**src/verilog/link_loss_pkg.sv**
```systemverilog
package link_loss_pkg;

    // ==========================================================
    // Bus and field widths
    // ==========================================================
    localparam int ADDR_W = 8;
    localparam int DATA_W = 32;
    localparam int SET_W  = 16;
    localparam int SLOTS  = 4;

    // ==========================================================
    // Register byte offsets
    // ==========================================================
    localparam logic [7:0] OFS_FIRST  = 8'h00;
    localparam logic [7:0] OFS_SECOND = 8'h04;
    localparam logic [7:0] OFS_STOP   = 8'h08;
    localparam logic [7:0] OFS_DIAG   = 8'h0c;
    localparam logic [7:0] OFS_RELAY  = 8'h10;
    localparam logic [7:0] OFS_SLOT0  = 8'h14;
    localparam logic [7:0] OFS_SLOT1  = 8'h18;
    localparam logic [7:0] OFS_SLOT2  = 8'h1c;
    localparam logic [7:0] OFS_SLOT3  = 8'h20;
    localparam logic [7:0] OFS_GATE   = 8'h24;
    localparam logic [7:0] OFS_APPLY  = 8'h28;
    localparam logic [7:0] OFS_STATUS = 8'h2c;
    localparam logic [7:0] OFS_MASK   = 8'h30;
    localparam logic [7:0] OFS_STATE  = 8'h34;

    // ==========================================================
    // Setting codes
    // ==========================================================
    localparam logic [15:0] ACT_OFF    = 16'h0000;
    localparam logic [15:0] ACT_WARN   = 16'h0001;
    localparam logic [15:0] ACT_ALARM  = 16'h0002;
    localparam logic [15:0] ACT_TRIP   = 16'h0003;
    localparam logic [15:0] ACT_BOTH   = 16'h22b8;
    localparam logic [15:0] ACT_EITHER = 16'h270f;
    localparam logic [15:0] DIAG_SNMP  = 16'h0001;
    localparam logic [15:0] DIAG_DUPIP = 16'h0002;
    localparam logic [15:0] DIAG_ALL   = 16'h270f;
    localparam logic [15:0] RELAY_OFF  = 16'h0000;
    localparam logic [15:0] RELAY_ON   = 16'h270f;
    localparam logic [15:0] SLOT_NOSNMP = 16'h8892;

    // ==========================================================
    // Status, mask and state bit positions
    // ==========================================================
    localparam int ST_W     = 3;
    localparam int ST_WARN  = 0;
    localparam int ST_ALARM = 1;
    localparam int ST_TRIP  = 2;
    localparam int SB_LOSS0 = 3;
    localparam int SB_LOSS1 = 4;
    localparam int SB_SNMP  = 5;
    localparam int APPLY_BIT = 0;

    // Reaction of one port evaluation.
    typedef struct packed {
        logic warn;
        logic alarm;
        logic trip;
    } reaction_t;

    // Communication settings, held as pending and as active copy.
    typedef struct packed {
        logic [SET_W-1:0]            first;
        logic [SET_W-1:0]            second;
        logic [SET_W-1:0]            stopMode;
        logic [SET_W-1:0]            netDiag;
        logic [SET_W-1:0]            relay;
        logic [SLOTS-1:0][SET_W-1:0] slots;
        logic [DATA_W-1:0]           gateway;
    } settings_t;

    // Values taken at reset and power-on.
    localparam settings_t SET_DEFAULT = '{
        first:    16'h0003,
        second:   16'h270f,
        stopMode: 16'h0000,
        netDiag:  16'h270f,
        relay:    16'h0000,
        slots:    {16'h270f, 16'hb0b6, 16'hb0b5, 16'h1389},
        gateway:  32'h0000_0000
    };

endpackage

```
**src/verilog/link_loss_supervisor.sv**
```systemverilog
// The plain strobed port and the placing of the registers were chosen for this implementation.
`timescale 1ns/1ps
// Function
// - second action 0 ignores second port
// - second action 1 gives warning only
// - second action 2 adds alarm output
// - second action 3 trips instead
// - 8888 applies first action on both lost
// - 9999 applies first action on either lost
// - actions 0 to 3 act per port
// - cyclic traffic loss trips whatever the actions, while drive running
// - no trip while drive stopped
// - trip follows configured stop mode
// - settings apply only after reset
// - slot 34962 disables SNMP
// - relay-at-reset accepts only 0 or 9999
// - gateway address routes off-network traffic
module link_loss_supervisor
    import link_loss_pkg::*;
(
    input  wire logic              clk,
    input  wire logic              reset,
    input  wire logic [ADDR_W-1:0] addr,
    input  wire logic [DATA_W-1:0] wdata,
    input  wire logic              wrStb,
    input  wire logic              rdStb,
    output logic      [DATA_W-1:0] rdata,
    input  wire logic              firstPortLinkUp,
    input  wire logic              secondPortLinkUp,
    input  wire logic              driveRunning,
    input  wire logic              cyclicActive,
    output logic                   linkLossWarning,
    output logic                   alarmOutput,
    output logic                   linkLossTrip,
    output logic      [SET_W-1:0]  tripStopMode,
    output logic                   snmpEnable,
    output logic                   dupIpDetect,
    output logic                   relayAtReset,
    output logic      [DATA_W-1:0] gatewayAddr,
    output logic                   irq
);

    // ==========================================================
    // Declarations
    // ==========================================================
    settings_t         pend;
    settings_t         act;
    logic [1:0]        linkPins;
    logic [1:0]        linkLvl;
    logic [1:0]        lossLvl;
    logic              lossA;
    logic [SET_W-1:0]  actionB;
    reaction_t         reactA;
    reaction_t         reactB;
    logic              next_warn;
    logic              next_alarm;
    logic              tripReq;
    logic              next_trip;
    logic              applyNow;
    logic              slotHit;
    logic [ST_W-1:0]   status;
    logic [ST_W-1:0]   mask;
    logic [ST_W-1:0]   events;
    logic [ST_W-1:0]   next_status;
    logic [DATA_W-1:0] next_rdata;
    logic              statusRead;
    logic [SET_W-1:0]  wset;

    assign wset       = wdata[SET_W-1:0];
    assign applyNow   = wrStb && (addr == OFS_APPLY) && wdata[APPLY_BIT];
    assign statusRead = rdStb && (addr == OFS_STATUS);

    // ==========================================================
    // Link status inputs
    // ==========================================================
    // Pins from the physical layers come in asynchronously.
    assign linkPins = {secondPortLinkUp, firstPortLinkUp};

    for (genvar p = 0; p < 2; p++) begin : gSync
        sync_filter uSync (
            .clk   (clk),
            .reset (reset),
            .pin   (linkPins[p]),
            .level (linkLvl[p])
        );
    end

    // A port without link counts as signal loss.
    assign lossLvl = ~linkLvl;

    // ==========================================================
    // Reaction selection
    // ==========================================================
    // first-action loss: both ports lost, either port lost, or first port alone
    always_comb begin
        unique case (act.second)
            ACT_BOTH:   lossA = lossLvl[0] & lossLvl[1];
            ACT_EITHER: lossA = lossLvl[0] | lossLvl[1];
            default:    lossA = lossLvl[0];
        endcase
    end

    always_comb begin
        if ((act.second == ACT_BOTH) || (act.second == ACT_EITHER)) begin
            actionB = ACT_OFF;
        end else begin
            actionB = act.second;
        end
    end

    loss_reaction uReactA (
        .action (act.first),
        .loss   (lossA),
        .react  (reactA)
    );

    loss_reaction uReactB (
        .action (actionB),
        .loss   (lossLvl[1]),
        .react  (reactB)
    );

    assign next_warn  = reactA.warn | reactB.warn;
    assign next_alarm = reactA.alarm | reactB.alarm;

    assign tripReq = reactA.trip | reactB.trip
                   | (cyclicActive & (lossLvl[0] | lossLvl[1]));

    always_comb begin
        next_trip = linkLossTrip;
        if (applyNow) begin
            next_trip = 1'b0;
        end
        if (tripReq && driveRunning) begin
            next_trip = 1'b1;
        end
    end

    // ==========================================================
    // Indication outputs
    // ==========================================================
    // Warning and alarm follow the loss level every cycle.
    always_ff @(posedge clk or posedge reset) begin
        if (reset) begin
            linkLossWarning <= 1'b0;
            alarmOutput     <= 1'b0;
        end else begin
            linkLossWarning <= next_warn;
            alarmOutput     <= next_alarm;
        end
    end

    // The trip latches until a device reset; a new request wins.
    always_ff @(posedge clk or posedge reset) begin
        if (reset) begin
            linkLossTrip <= 1'b0;
        end else begin
            linkLossTrip <= next_trip;
        end
    end

    always_ff @(posedge clk or posedge reset) begin
        if (reset) begin
            tripStopMode <= SET_DEFAULT.stopMode;
        end else begin
            tripStopMode <= act.stopMode;
        end
    end

    // ==========================================================
    // Network service outputs
    // ==========================================================
    // SNMP slot check
    always_comb begin
        slotHit = 1'b0;
        for (int s = 0; s < SLOTS; s++) begin
            if (act.slots[s] == SLOT_NOSNMP) begin
                slotHit = 1'b1;
            end
        end
    end

    // Diagnosis services, relay mode and gateway from active settings.
    always_ff @(posedge clk or posedge reset) begin
        if (reset) begin
            snmpEnable   <= 1'b0;
            dupIpDetect  <= 1'b0;
            relayAtReset <= 1'b0;
            gatewayAddr  <= '0;
        end else begin
            snmpEnable   <= !slotHit && ((act.netDiag == DIAG_SNMP)
                            || (act.netDiag == DIAG_ALL));
            dupIpDetect  <= (act.netDiag == DIAG_DUPIP)
                            || (act.netDiag == DIAG_ALL);
            relayAtReset <= (act.relay == RELAY_ON);
            gatewayAddr  <= act.gateway;
        end
    end

    // ==========================================================
    // Settings registers
    // ==========================================================
    // Writes land in the pending copy; out-of-range codes are dropped.
    always_ff @(posedge clk or posedge reset) begin
        if (reset) begin
            pend <= SET_DEFAULT;
        end else if (wrStb) begin
            unique case (addr)
                OFS_FIRST: begin
                    if (wset <= ACT_TRIP) begin
                        pend.first <= wset;
                    end
                end
                OFS_SECOND: begin
                    if ((wset <= ACT_TRIP) || (wset == ACT_BOTH)
                        || (wset == ACT_EITHER)) begin
                        pend.second <= wset;
                    end
                end
                OFS_STOP:  pend.stopMode <= wset;
                OFS_DIAG: begin
                    if ((wset <= DIAG_DUPIP) || (wset == DIAG_ALL)) begin
                        pend.netDiag <= wset;
                    end
                end
                OFS_RELAY: begin
                    if ((wset == RELAY_OFF) || (wset == RELAY_ON)) begin
                        pend.relay <= wset;
                    end
                end
                OFS_SLOT0: pend.slots[0] <= wset;
                OFS_SLOT1: pend.slots[1] <= wset;
                OFS_SLOT2: pend.slots[2] <= wset;
                OFS_SLOT3: pend.slots[3] <= wset;
                OFS_GATE:  pend.gateway  <= wdata;
                default: begin
                end
            endcase
        end
    end

    always_ff @(posedge clk or posedge reset) begin
        if (reset) begin
            act <= SET_DEFAULT;
        end else if (applyNow) begin
            act <= pend;
        end
    end

    // ==========================================================
    // Interrupt status and mask
    // ==========================================================
    // Rising edges of the three indications are the events.
    assign events = {next_trip & ~linkLossTrip,
                     next_alarm & ~alarmOutput,
                     next_warn & ~linkLossWarning};

    // A read clears the status, but a same-cycle event still sets.
    always_comb begin
        next_status = status;
        if (statusRead) begin
            next_status = '0;
        end
        next_status = next_status | events;
    end

    // Sticky status bits.
    always_ff @(posedge clk or posedge reset) begin
        if (reset) begin
            status <= '0;
        end else begin
            status <= next_status;
        end
    end

    // Mask register, same layout as status.
    always_ff @(posedge clk or posedge reset) begin
        if (reset) begin
            mask <= '0;
        end else if (wrStb && (addr == OFS_MASK)) begin
            mask <= wdata[ST_W-1:0];
        end
    end

    // Level interrupt, high while an unmasked status bit is set.
    always_ff @(posedge clk or posedge reset) begin
        if (reset) begin
            irq <= 1'b0;
        end else begin
            irq <= |(next_status & mask);
        end
    end

    // ==========================================================
    // Read data
    // ==========================================================
    // Read mux; unmapped offsets read as zero.
    always_comb begin
        next_rdata = '0;
        unique case (addr)
            OFS_FIRST:  next_rdata[SET_W-1:0] = pend.first;
            OFS_SECOND: next_rdata[SET_W-1:0] = pend.second;
            OFS_STOP:   next_rdata[SET_W-1:0] = pend.stopMode;
            OFS_DIAG:   next_rdata[SET_W-1:0] = pend.netDiag;
            OFS_RELAY:  next_rdata[SET_W-1:0] = pend.relay;
            OFS_SLOT0:  next_rdata[SET_W-1:0] = pend.slots[0];
            OFS_SLOT1:  next_rdata[SET_W-1:0] = pend.slots[1];
            OFS_SLOT2:  next_rdata[SET_W-1:0] = pend.slots[2];
            OFS_SLOT3:  next_rdata[SET_W-1:0] = pend.slots[3];
            OFS_GATE:   next_rdata = pend.gateway;
            OFS_STATUS: next_rdata[ST_W-1:0] = status;
            OFS_MASK:   next_rdata[ST_W-1:0] = mask;
            OFS_STATE: begin
                next_rdata[ST_WARN]  = linkLossWarning;
                next_rdata[ST_ALARM] = alarmOutput;
                next_rdata[ST_TRIP]  = linkLossTrip;
                next_rdata[SB_LOSS0] = lossLvl[0];
                next_rdata[SB_LOSS1] = lossLvl[1];
                next_rdata[SB_SNMP]  = snmpEnable;
            end
            default: next_rdata = '0;
        endcase
    end

    // Read data stand only in the cycle after the strobe.
    always_ff @(posedge clk or posedge reset) begin
        if (reset) begin
            rdata <= '0;
        end else if (rdStb) begin
            rdata <= next_rdata;
        end else begin
            rdata <= '0;
        end
    end
endmodule

```
**src/verilog/loss_reaction.sv**
```systemverilog
`timescale 1ns/1ps
module loss_reaction
    import link_loss_pkg::*;
(
    input  wire logic [SET_W-1:0] action,
    input  wire logic             loss,
    output reaction_t             react
);

    // Decodes one action code against one loss level.
    always_comb begin
        react = '0;
        case (action)
            ACT_WARN: begin
                react.warn = loss;
            end
            ACT_ALARM: begin
                react.warn  = loss;
                react.alarm = loss;
            end
            ACT_TRIP: begin
                react.trip = loss;
            end
            default: begin
                react = '0;
            end
        endcase
    end

endmodule

```
**src/verilog/sync_filter.sv**
```systemverilog
`timescale 1ns/1ps
module sync_filter
    import link_loss_pkg::*;
(
    input  wire logic clk,
    input  wire logic reset,
    input  wire logic pin,
    output logic      level
);

    logic stage1;
    logic stage2;
    logic stage3;

    // Three stages and an output flop; the output moves once stages two and three agree.
    always_ff @(posedge clk or posedge reset) begin
        if (reset) begin
            stage1 <= 1'b0;
            stage2 <= 1'b0;
            stage3 <= 1'b0;
            level  <= 1'b0;
        end else begin
            stage1 <= pin;
            stage2 <= stage1;
            stage3 <= stage2;
            if (stage2 == stage3) begin
                level <= stage3;
            end
        end
    end

endmodule
```
**config.mk**
```make
export PLATFORM = sky130hd
export DESIGN_NAME = link_loss_supervisor
export DESIGN_NICKNAME = d
export VERILOG_FILES = /design/src/verilog/link_loss_pkg.sv /design/src/verilog/link_loss_supervisor.sv /design/src/verilog/loss_reaction.sv /design/src/verilog/sync_filter.sv
export SDC_FILE = /design/constraint.sdc
export NUM_CORES = 1
export LEC_CHECK = 0
export ABC_AREA = 0
export BUFFER_PORTS_ARGS = -buffer_cell sky130_fd_sc_hd__buf_2
export CORE_ASPECT_RATIO = 1.1
export CORE_MARGIN = 8
export CORE_UTILIZATION = 40
export CTS_CLUSTER_SIZE = 16
export DETAILED_ROUTE_END_ITERATION = 8
export SLEW_MARGIN = 20
export SYNTH_ARGS = -nofsm -noshare
export SYNTH_HDL_FRONTEND = slang
export SYNTH_HIERARCHICAL = 1
export SYNTH_SLANG_ARGS = --single-unit
```
**constraint.sdc**
```tcl
create_clock -name clk -period 20 [get_ports clk]
set_input_delay 1 -clock clk [delete_from_list [all_inputs] [get_ports clk]]
set_output_delay 1 -clock clk [all_outputs]
set_load 0.01 [all_outputs]
```
=== Word-level counts from Yosys, hierarchy flattened ===
Cells that the tools add are included.

* Add/subtract/negate cells: 0
* $mul: 0
* Div/mod/pow operators: 0
* Magnitude comparators: 2
* Equality and inequality tests: 33
* Shift operators: 0
* Muxes and demuxes: 20
* Bitwise logic cells: 16
* Reduce and logical (&&, ||, !) cells: 29

{| class="wikitable"
|+ Operators by type and width
! cell !! number
|-
| case mux 10 bit (10 select lines) || 1
|-
| equality test 16 x 14 -> 1 bit, second input constant || 6
|-
| equality test 16 x 2 -> 1 bit, second input constant || 5
|-
| equality test 16 bit, second input constant || 4
|-
| equality test 16 x 1 -> 1 bit, second input constant || 3
|-
| equality test 8 x 6 -> 1 bit, second input constant || 6
|-
| case mux 3 bit (13 select lines) || 1
|-
| case mux 3 bit (11 select lines) || 1
|-
| equality test 8 x 5 -> 1 bit, second input constant || 4
|-
| less-or-equal comparator 16 x 2 -> 1 bit, second input constant || 2
|-
| 2-to-1 mux 16 bit || 2
|-
| 2-to-1 mux 32 bit || 1
|-
| equality test 8 x 4 -> 1 bit, second input constant || 2
|-
| logical NOT 16 bit || 1
|-
| 2-to-1 mux 1 bit || 12
|-
| AND reduction 2 bit || 6
|-
| AND reduction 3 bit || 4
|-
| equality test 8 x 3 -> 1 bit, second input constant || 1
|-
| logical NOT 8 bit || 1
|-
| logical OR 1 bit || 7
|-
| logical AND 1 bit || 6
|-
| AND 1 bit || 5
|-
| OR 1 bit || 5
|-
| OR reduction 2 bit || 2
|-
| other kinds (9) || 12
|}

* Bits in registers: 453
* Latch bits: 0
* RAM bits: 0
* Memory bits (read-only): 0
* Input bits: 48
* Output and inout port bits: 87
* Word-level logic and storage cells: 140
* Memories kept: 0

=== Longest topological paths before layout ===
Gate-level depths: netlist of run 1.

* Depth after elaboration: 13
* Gate-level depth with buffers: 12
* Mapped depth without buffers: 11

=== Cells and area by module ===
The synthesis of run 1 kept the hierarchy.

{| class="wikitable"
|+ Modules (own cells, without submodules)
! module !! instances !! cells each !! area each (um2)
|-
| link_loss_supervisor || 1 || 1251 || 18013.5
|-
| sync_filter || 2 || 6 || 115.1
|-
| loss_reaction || 2 || 10 || 83.8
|}

=== Least setup slack after synthesis of run 1 ===
Ideal clock, no wire load.

* Path type: input to register
* Start: input port wdata[2]
* End: register pend[96] in the netlist's numbering
* Setup time: 128 ps
* Arrival time: 2701 ps
* Path slack: 17172 ps
* Stages on the path: 6
* Path buffers: 2
* Cells stage by stage: buf_2 -> nor3_2 -> nand3_1 -> a2111oi_4 -> buf_6 -> mux2_1

* Longest elaborated chain between the ends: 3
* Elaborated cells on any way between the ends: 4
* Those cells by class: 1 x eq/ne; 3 x reduce/logical

{| class="wikitable"
|+ RTL lines
! what !! RTL line !! text
|-
| from (decl) || link_loss_supervisor.sv:24 || <nowiki>input wire logic [DATA_W-1:0] wdata,</nowiki>
|-
| equality test 16 x 14 -> 1 bit / logical NOT 16 bit (equally long branches) || link_loss_supervisor.sv:227 || <nowiki>if ((wset == RELAY_OFF) || (wset == RELAY_ON)) begin</nowiki>
|-
| logical OR 1 bit * || link_loss_supervisor.sv:227 ||
|-
| AND reduction 3 bit (no source line) * || - ||
|-
| to (decl) || link_loss_supervisor.sv:46 || <nowiki>settings_t pend;</nowiki>
|}

Every way passes the cells marked *; elsewhere a longest branch is shown, timed or not.
A chain may end at the register's enable or synchronous reset.

=== Final worst setup path of run 1 ===
* Start: input port addr[4]
* End: register act[21] in the netlist's numbering

* Longest elaborated chain between the ends: 3

{| class="wikitable"
|+ RTL lines
! what !! RTL line !! text
|-
| from (decl) || link_loss_supervisor.sv:23 || <nowiki>input wire logic [ADDR_W-1:0] addr,</nowiki>
|-
| equality test 8 x 6 -> 1 bit || link_loss_supervisor.sv:70 || <nowiki>assign applyNow = wrStb && (addr == OFS_APPLY) && wdata[APPLY_BIT];</nowiki>
|-
| logical AND 1 bit (2 in a row) || link_loss_supervisor.sv:70 ||
|-
| to (signal assigned) || link_loss_supervisor.sv:246 || <nowiki>act <= pend;</nowiki>
|-
| to (decl) || link_loss_supervisor.sv:47 || <nowiki>settings_t act;</nowiki>
|}

No other way between the ends.

==> results of run 1 <==
==> cells in the final DEF (no fill, tap or decap), drive strengths merged, types with 16 or more instances in the layout <==
master  count
dfrtp     357
nor4       16
and2       20
mux2i      53
o22ai      19
nand3      24
nand2      43
dfstp      96
clkbuf     74
nand4      16
a22oi      16
nor2b      44
nor4b      17
buf       147
nor2       26
mux2      301
==> per-layer routing <==
layer / global-route usage / share of wire / up-vias / wire [µm]
met5: 0 / 0.00073 / - / 36
met4: 0.0878 / 0.043 / 6 / 2110
met3: 0.0310 / 0.056 / 99 / 2750
met2: 0.285 / 0.45 / 348 / 22100
met1: 0.263 / 0.45 / 5722 / 22400
li1: - / - / 4935 / -
==> cell families (layout without fill, tap and decap cells) <==
kind of cell | after synthesis | in the layout | share of synthesized area
AO/OA/AOI/OAI | 131 | 131 | 0.0540
XOR/XNOR | 2 | 2 | 0.000952
adder cells (fa/ha/maj) | 2 | 2 | 0.00122
buffers and inverters | 85 | 249 | 0.0202
flip-flops | 453 | 453 | 0.622
multiplexers | 356 | 356 | 0.215
other | 0 | 1 | 0
AND/OR/NAND/NOR | 254 | 254 | 0.0861
==> through the flow <==
| stage | utilization | instances | hold slack, ps | power (mW) | cell area [µm²] |
|---|---|---|---|---|---|
| global placement | 0.431 | 1946 | 337 | 1.03 | 19600 |
| global route | 0.466 | 2035 | 331 | 1.97 | 21200 |
| floorplan | - | 1283 | 331 | 1.00 | 18400 |
| CTS | 0.466 | 2035 | 311 | 1.93 | 21200 |
| detailed placement | 0.431 | 1946 | 336 | 1.04 | 19600 |
| finish | 0.466 | 2036 | 340 | 1.90 | 21200 |
==> power by group through the flow <==
stage	registers [mW]	clock network [mW]	logic, mW
2_1_floorplan	0.956	0	0.0450
3_3_place_gp	0.961	0	0.0724
3_5_place_dp	0.962	0	0.0732
4_1_cts	0.946	0.907	0.0734
5_1_grt	0.947	0.946	0.0792
6_report	0.946	0.882	0.0722
==> critical path: stages <==
cell	delay, ps
buf_2	610
buf_4	470
nor4b_2	150
nand4_1	140
buf_4	520
buf_4	780
mux2_2	420
==> cell usage after synthesis (4+ instances only) <==
master / n
and2_1: 18
nor4b_1: 14
nor3_1: 4
a22oi_1: 16
o2bb2ai_1: 11
nor4bb_1: 5
o22ai_1: 19
inv_1: 13
dfrtp_1: 357
a211oi_1: 4
nand3_1: 24
mux2_2: 288
or4_1: 4
a21oi_1: 9
mux2i_1: 53
o32a_1: 4
a22o_1: 8
nand2_1: 43
buf_1: 6
a21o_1: 4
nor3b_1: 7
a31oi_1: 11
dfstp_2: 96
nor4_2: 7
a2bb2oi_1: 9
nor2b_1: 44
o21ai_0: 15
clkbuf_1: 34
mux2_1: 13
nor4_1: 9
nor2_1: 26
nand4_1: 16
buf_2: 30
==> worst paths after layout <==
path / from / to / slack [ps]
max: addr[4] / act[21] / 16220
min: reset / gSync[0].uSync/stage1 / 340
max reg2reg: act[157] / irq / 16920
min reg2reg: gSync[1].uSync/stage1 / gSync[1].uSync/stage2 / 360
max in group asynchronous: reset / pend[110] / 17040
min in group clk: gSync[1].uSync/stage1 / gSync[1].uSync/stage2 / 360
==> sequential cells by signal, summed over array words and instances (netlist names), 2 cells and up <==
name	cells
gSync.uSync/stage1	2
gatewayAddr	32
rdata	32
tripStopMode	16
gSync.uSync/stage3	2
gSync.uSync/stage2	2
act	176
pend	176
gSync.uSync/level	2
status	3
mask	3
==> layout make-up <==
cell class / count / area [µm²] / area share
Multi-Input combinational cell: 745 / 6600 / 0.311
Timing Repair Buffer: 147 / 781 / 0.0368
Clock buffer: 74 / 1470 / 0.0694
Sequential cell: 453 / 11500 / 0.540
Tap cell: 588 / 736 / 0.0347
Antenna cell: 1 / 2.50 / 0.000118
Inverter: 13 / 56.3 / 0.00265
Clock inverter: 15 / 119 / 0.00560
==> impl_metrics.yaml, run 1 <==
status:
  outcome: "finished, final reports clean"
clocking:
  numCtsBuffers: 48
  cts_tree: "built"
  clk_path_buf_depth: 3
  clk_pin_slew_ps: 60
  htree_levels: 2
  holdBufCountCts: 0
  cts.sink_count: 453
  clockRootBuffer: "clkbuf_16"
  clkLatencyLatePin_ps: 590
  cts-resized-gates: 0
  cts_setup_buffers: 0
logic_synthesis:
  synth_edf_count: 0
  syn-instance-count: 1283
  ys_warn_count: 6
  ys.flop_type: "dfrtp_1"
  synth_seq_cells: 453
  yosysTopAreaCell: "dfrtp_1"
  synthArstFlopShare: 1.00
  syn-cell-area_um2: 18400
  yosysSeqAreaShare: 0.622
  syn_nets: 1331
  synth_area_leaders: "dfrtp_1 49%, mux2_2 18%, dfstp_2 14%, mux2i_1 2.9%, nor2b_1 1.5%"
  synth.distinct_cells: 70
  synth_top_area_share: 0.485
  synth.avg_cell_area_um2: 14.4
die:
  fp.dieH_um: 241
  design.die.area_um2: 53200
  core_um2: 45600
  placement_rows: 82
  fp.dieW_um: 221
  pin_count: 135
  start_util: 0.404
power_and_ir_drop:
  p_sw_uw: 426
  pwr-share-clk: 0.464
  power_density_nw_per_um2: 89.6
  intPower_mw: 1.47
  swShare: 0.224
  p_leak_nw: 10.3
  power.share.combinational: 0.038
  power_frac_seq: 0.498
  peakVddDrop_uv: 52.6
sta:
  worst_slew_pin_slew_ps: 1080
  setup_viol: 0
  fin_tns_setup_ps: 0
  period_share: 0.189
  skew_ps: 24.3
  hold_viol_final: 0
  fin_crit_ps: 3780
  maxSlewViolCount: 0
  timing.fmax_ghz: 0.265
  setup_slack_ps: 16220
  slew_headroom: 0.282
  rsz0062_at_grt: "no"
worst_setup_path:
  critPathLaunchType: "input port"
  crit_required_ps: 20460
  cp_max_fo: 65
  rr_worst_depth: 11
  path_class: "input port to register"
  arrival_ps: 4230
  end_kind: "register"
run:
  maxCapViolations: 0
layout:
  fillers: 4080
  nNetsFinal: 1456
  final_layout_size_suffix_gt1_frac: 0.443
  area_delta_synth_final_pct: 15.2
detailed_routing:
  drtPass1Iterations: 5
  detail-route-antenna-nets: 0
  routedWlPerCell_um: 24.2
  viasPerCell: 5.46
  drc: 0
  finalWirelength_um: 49300
  drtIter0Drc: 866
  vias: 11110
global_route:
  antenna_found_initial: 4
  grt_pass1_vias: 11499
  grt_overflow: 0
  grt_first_pass_wirelength_um: 74900
  grt_max_degree: 173
  gr-usage-all-layers: 0.188
place:
  gp_congestion: 1.01
  dpl.hpwl_um: 34300
  dp_slack_ps: 15640
  io_buffers: 134
min_path:
  min_path_type: "input port to async pin"
(Power assumes the default switching activity.)
==> inputs of run 2 (changes only) <==
ABC_AREA = 1   (was 0)
clock period = 3.1 ns   (was 20 ns; I/O delays follow)
==> run 2 against run 1 <==
  * Total power rose to 6.7 times the previous value
  * Routed wire length rose by 7.7%
  * Sequential share of layout area fell by 1.4 points
  * Register-to-register slack got worse by 16000 ps
  * Cell count rose by 42%
==> impl_metrics.yaml, run 2 <==
layout:
  final_cell_mix: "713 x nand2_1, 357 x dfrtp_1, 191 x inv_1"
  diodes: 0
  reg_top3: "act: 176 flops, pend: 176 flops"
  final_cells: 2890
  area_delta_synth_final_pct: 17.3
  post-route-util: 0.477
  final_layout_size_suffix_gt1_frac: 0.159
  layout_commonest_cell: "nand2_1"
  fillers: 4301
  nNetsFinal: 2313
sta:
  holdWs_ps: 46.0
  setup_viol: 0
  worst_slew_pin_slew_ps: 1010
  rsz0062_at_grt: "no"
  timing.fmax_ghz: 0.374
  period_share: 0.861
  maxSlewViolCount: 0
  fin_crit_ps: 2670
  hold_viol_final: 0
  slew_headroom: 0.329
  setup_slack_ps: 430
  skew_ps: 15.7
clocking:
  numCtsBuffers: 48
  clk_path_buf_depth: 3
  cts_tree: "built"
  clkLatencyLatePin_ps: 590
  htree_levels: 2
  clk_pin_slew_ps: 60
  clockRootBuffer: "clkbuf_16"
  cts.sink_count: 453
global_route:
  antenna_found_initial: 1
  grt_pass1_vias: 14400
  grt_max_degree: 230
  grt_overflow: 0
  grt_first_pass_wirelength_um: 83300
  gr-usage-all-layers: 0.197
detailed_routing:
  routedWlPerCell_um: 18.4
  drtIter0Drc: 1341
  viasPerCell: 5.01
  drtPass1Iterations: 5
  drc: 0
  vias: 14481
  detail-route-antenna-nets: 0
  finalWirelength_um: 53200
min_path:
  min_path_type: "input port to async pin"
logic_synthesis:
  synth_seq_cells: 453
  ys_warn_count: 6
  synth_fa_ha_area_frac: 0
  synth.avg_cell_area_um2: 8.77
  yosysTopAreaCell: "dfrtp_1"
  syn_nets: 2163
  yosysSeqAreaShare: 0.617
  synth.distinct_cells: 27
  synth_area_leaders: "dfrtp_1 48%, nand2_1 14%, dfstp_2 14%, o21ai_0 4.1%, nand3_1 3.9%"
  syn-instance-count: 2115
  synth_top_family_by_area: "simple AND/OR/NAND/NOR gates"
  synth_edf_count: 0
  synth-xor-area-share: 0
  synthArstFlopShare: 1.00
  synth_commonest_cells: "714 x nand2_1, 357 x dfrtp_1, 192 x inv_1, 186 x nor2_1, 152 x o21ai_0"
  synth_simple_gate_area_frac: 0.248
  synth_top_area_share: 0.481
  synth_compound_area_frac: 0.0698
  ys.flop_type: "dfrtp_1"
  syn-cell-area_um2: 18600
  synth_most_common_cell: "nand2_1"
  synthMuxAreaShare: 0
worst_setup_path:
  crit_family: "simple AND/OR/NAND/NOR gates"
  cp_max_fo: 11
  crit_chain: "inv_1 -> nor2_1 -> nand2_1 -> nor2_1 -> nand4_1 -> nand2_2 -> nor2_1 -> or2_1 -> nor2_1 -> nand2_1 -> nor2_1 -> nor2_1 -> nand2_1 -> nand2_1 -> dlygate4sd3_1 -> nand2_1"
  end_kind: "register"
  critPathLaunchType: "register"
  arrival_ps: 3190
  crit_slowest_cell: "dlygate4sd3_1"
  path_buf_inv: 2
  crit_required_ps: 3620
  cpMostUsedCell: "nor2_1"
  cpPeakStageDelay_ps: 550
  path_class: "register to register"
die:
  placement_rows: 82
  fp.dieH_um: 242
  start_util: 0.406
  fp.dieW_um: 221
  design.die.area_um2: 53600
  pin_count: 135
  core_um2: 45700
place:
  dpl.hpwl_um: 37200
  numPlacedInstances: 2774
  io_buffers: 134
  gp_congestion: 0.903
  dp_slack_ps: 601
run:
  maxCapViolations: 0
power_and_ir_drop:
  power_frac_seq: 0.487
  fin_total_pwr_mw: 12.7
  power_density_nw_per_um2: 584
  power.share.combinational: 0.042
  swShare: 0.225
  peakVddDrop_uv: 364
  pwr-share-clk: 0.471
  p_sw_mw: 2.85
  intPower_mw: 9.86
  p_leak_nw: 11.3
status:
  outcome: "finished, final reports clean"
[run 2: worst paths after layout]
kind / cells past startpoint / endpoint / start / slack (ps)
worst max-delay path: 16 / linkLossTrip / act[157] / 430
worst min-delay path: 3 / gSync[0].uSync/stage2 / reset / 50
worst max register to register: 16 / linkLossTrip / act[157] / 430
worst min register to register: 0 / gSync[0].uSync/stage2 / gSync[0].uSync/stage1 / 350
max in group asynchronous: 4 / pend[109] / reset / 1930
min in group clk: 5 / status[2] / cyclicActive / 50
[run 2: logic make-up after synthesis]
logic type | count (synthesis)
AND/OR/NAND/NOR | 1117
AO/OA/AOI/OAI | 253
flip-flops | 453
buffers and inverters | 292
[run 2: metrics by stage]
step | cell area, µm² | TNS, ps
floorplan | 18600 | -1173540
global placement | 19800 | 0
detailed placement | 19800 | 0
CTS | 21800 | 0
global route | 21800 | 0
finish | 21800 | 0
[run 2: final cells by class]
type                    instances  area [µm²]  area share
flip-flops and latches        453       11500       0.526
clock inverters                18         299      0.0137
inverters                     197         744      0.0342
clock buffers                  69        1350      0.0620
repair buffers                195        1280      0.0586
multi-input cells            1370        5920       0.272
well taps                     588         736      0.0338
[run 2: worst min-delay path: cells and delay by family]
family | cells | cell delay (ps)
buffers and inverters | 3 | 820
[run 2: repair_timing]
item,4_1_cts,5_1_grt
hold buffers,29,0
endpoints found under the hold margin,59,0
resized for setup,0,1
endpoints found under the setup margin,0,1
buffers inserted,0,0
[run 2: metal layers]
| metal | GRT usage | wire length [µm] |
|---|---|---|
| met1 | 0.265 | 23800 |
| met2 | 0.310 | 23900 |
| met5 | 0 | 0 |
| met3 | 0.0441 | 3500 |
| met4 | 0.0740 | 1980 |
[run 2: power by group through the flow]
stage / clock network (mW) / registers, mW / logic (mW)
3_3_place_gp: 0 / 6.28 / 0.504
3_5_place_dp: 0 / 6.29 / 0.515
6_report: 5.99 / 6.19 / 0.534
4_1_cts: 6.12 / 6.18 / 0.544
2_1_floorplan: 0 / 6.26 / 0.299
5_1_grt: 6.35 / 6.20 / 0.608
==> inputs of run 3 (changes only) <==
ABC_AREA = unset   (was 1)
==> run 3 against run 2 <==
  * Worst setup slack lost 150 ps
  * Sequential cell count unchanged
  * Worst hold slack got worse by 3.5 ps
  * Non-clock buffer count is 15 higher
  * Clock power is 1% higher
  * Via count down 21%
  * Die area fell by 0.73%
==> impl_metrics.yaml, run 3 (synthesis gave the netlist of run 1 again) <==
place:
  io_buffers: 134
  dpl.hpwl_um: 36400
  numPlacedInstances: 1985
  place_area_um2: 20000
  gp_congestion: 0.963
die:
  core_um2: 45600
  design.die.area_um2: 53200
  start_util: 0.404
  placement_rows: 82
  fp.dieW_um: 221
  pin_count: 135
  fp.dieH_um: 241
global_route:
  grt_pass1_vias: 11884
  grt_max_degree: 74
  met1_usage: 0.265
  met3_usage: 0.0374
  busiest_layer: "met2"
  grt_first_pass_wirelength_um: 77300
  gr-usage-all-layers: 0.194
  use_met2: 0.295
  antenna_found_initial: 10
  grt_overflow: 0
power_and_ir_drop:
  p_sw_mw: 2.83
  power_frac_seq: 0.480
  power.share.combinational: 0.043
  pwr-share-clk: 0.477
  p_leak_nw: 10.6
  power_density_nw_per_um2: 579
  intPower_mw: 9.86
  swShare: 0.223
  peakVddDrop_uv: 441
clocking:
  clk_pin_slew_ps: 60
  cts_setup_buffers: 0
  clkLatencyLatePin_ps: 590
  numCtsBuffers: 48
  htree_levels: 2
  cts-resized-gates: 0
  cts_tree: "built"
  clk_path_buf_depth: 3
  clockRootBuffer: "clkbuf_16"
  holdBufCountCts: 23
  cts.sink_count: 453
worst_setup_path:
  crit_required_ps: 3600
  cp_max_fo: 8
  end_kind: "register"
  critPathLaunchType: "register"
  path_class: "register to register"
  arrival_ps: 3320
sta:
  hold_viol_final: 0
  timing.fmax_ghz: 0.354
  maxSlewViolCount: 0
  fin_crit_ps: 2820
  slew_headroom: 0.483
  skew_ps: 12.0
  rsz0062_at_grt: "no"
  period_share: 0.910
  worst_slew_pin_slew_ps: 775
  setup_viol: 0
layout:
  final_layout_size_suffix_gt1_frac: 0.453
  area_delta_synth_final_pct: 19.2
  layout_commonest_cell: "dfrtp_1"
  post-route-util: 0.482
  fin_area_um2: 21900
  nNetsFinal: 1519
  reg_top3: "act: 176 flops, pend: 176 flops"
  final_cells: 2102
  final_cell_mix: "357 x dfrtp_1, 288 x mux2_2, 134 x buf_2"
detailed_routing:
  drc: 0
  routedWlPerCell_um: 24.0
  vias: 11458
  viasPerCell: 5.45
  detail-route-antenna-nets: 0
  finalWirelength_um: 50400
  drtPass1Iterations: 5
  drtIter0Drc: 763
min_path:
  min_path_type: "input port to register"
status:
  outcome: "finished, final reports clean"
run:
  maxCapViolations: 0
## run 3: changes by cell type in the layout (fill, tap and decap cells not counted), moves of 66 or more
cell     previous run  this run
mux2_2              0       288
o21ai_0           152        15
nand2_1           713        43
o21ai_1            66         0
nand3_1           145        23
nor2_1            186        26
inv_1             191        12
## run 3: per-layer routing
| layer | wire length, µm | part of all wire |
|---|---|---|
| met3 | 2890 | 0.057 |
| met1 | 22800 | 0.45 |
| met2 | 22400 | 0.44 |
| met5 | 79 | 0.0016 |
| met4 | 2290 | 0.045 |
## run 3: power groups by stage
stage | Sequential [mW] | Clock, mW | Combinational [mW]
2_1_floorplan | 6.17 | 0 | 0.291
3_3_place_gp | 6.20 | 0 | 0.513
3_5_place_dp | 6.20 | 0 | 0.522
4_1_cts | 6.10 | 6.22 | 0.546
5_1_grt | 6.10 | 6.46 | 0.590
6_report | 6.10 | 6.06 | 0.541
## run 3: per-stage QoR
step	setup WS [ps]	hold WS (ps)	setup TNS, ps	power [mW]
floorplan	-2990	-78.9	-1173540	6.46
global placement	6.33	70.8	0	6.71
detailed placement	288	77.5	0	6.72
CTS	256	27.3	0	12.9
global route	36.1	31.4	0	13.2
finish	279	42.6	0	12.7
## run 3: worst paths after layout
kind / from / to / slack, ps / depth (start not counted)
max in group asynchronous: reset / act[154] / 1900 / 6
min reg2reg: gSync[0].uSync/stage1 / gSync[0].uSync/stage2 / 350 / 0
max: act[153] / irq / 280 / 12
min in group asynchronous: reset / tripStopMode[14] / 150 / 3
min: wdata[11] / pend[59] / 40 / 3
max reg2reg: act[153] / irq / 280 / 12
## run 3: worst max-delay path, cell delays in order, from the launching register on
cell and delay, ps:
dfstp_2 530, nor4bb_1 270, nand2_1 140, a21oi_1 290, buf_4 210, nor2b_1 60
nor4_2 310, nand4_1 260, nor3b_2 250, nor2_1 80, nor2_1 130, a222oi_1 120
o21ai_0 90
## run 3: cell type report
class | count | area (µm²)
inverter | 13 | 52.6
tap | 588 | 736
multi-input combinational | 745 | 6600
fill | 4007 | 23600
sequential | 453 | 11500
clock buffer | 73 | 1450
clock inverter | 17 | 249
timing repair buffer | 210 | 1400
antenna | 3 | 7.51
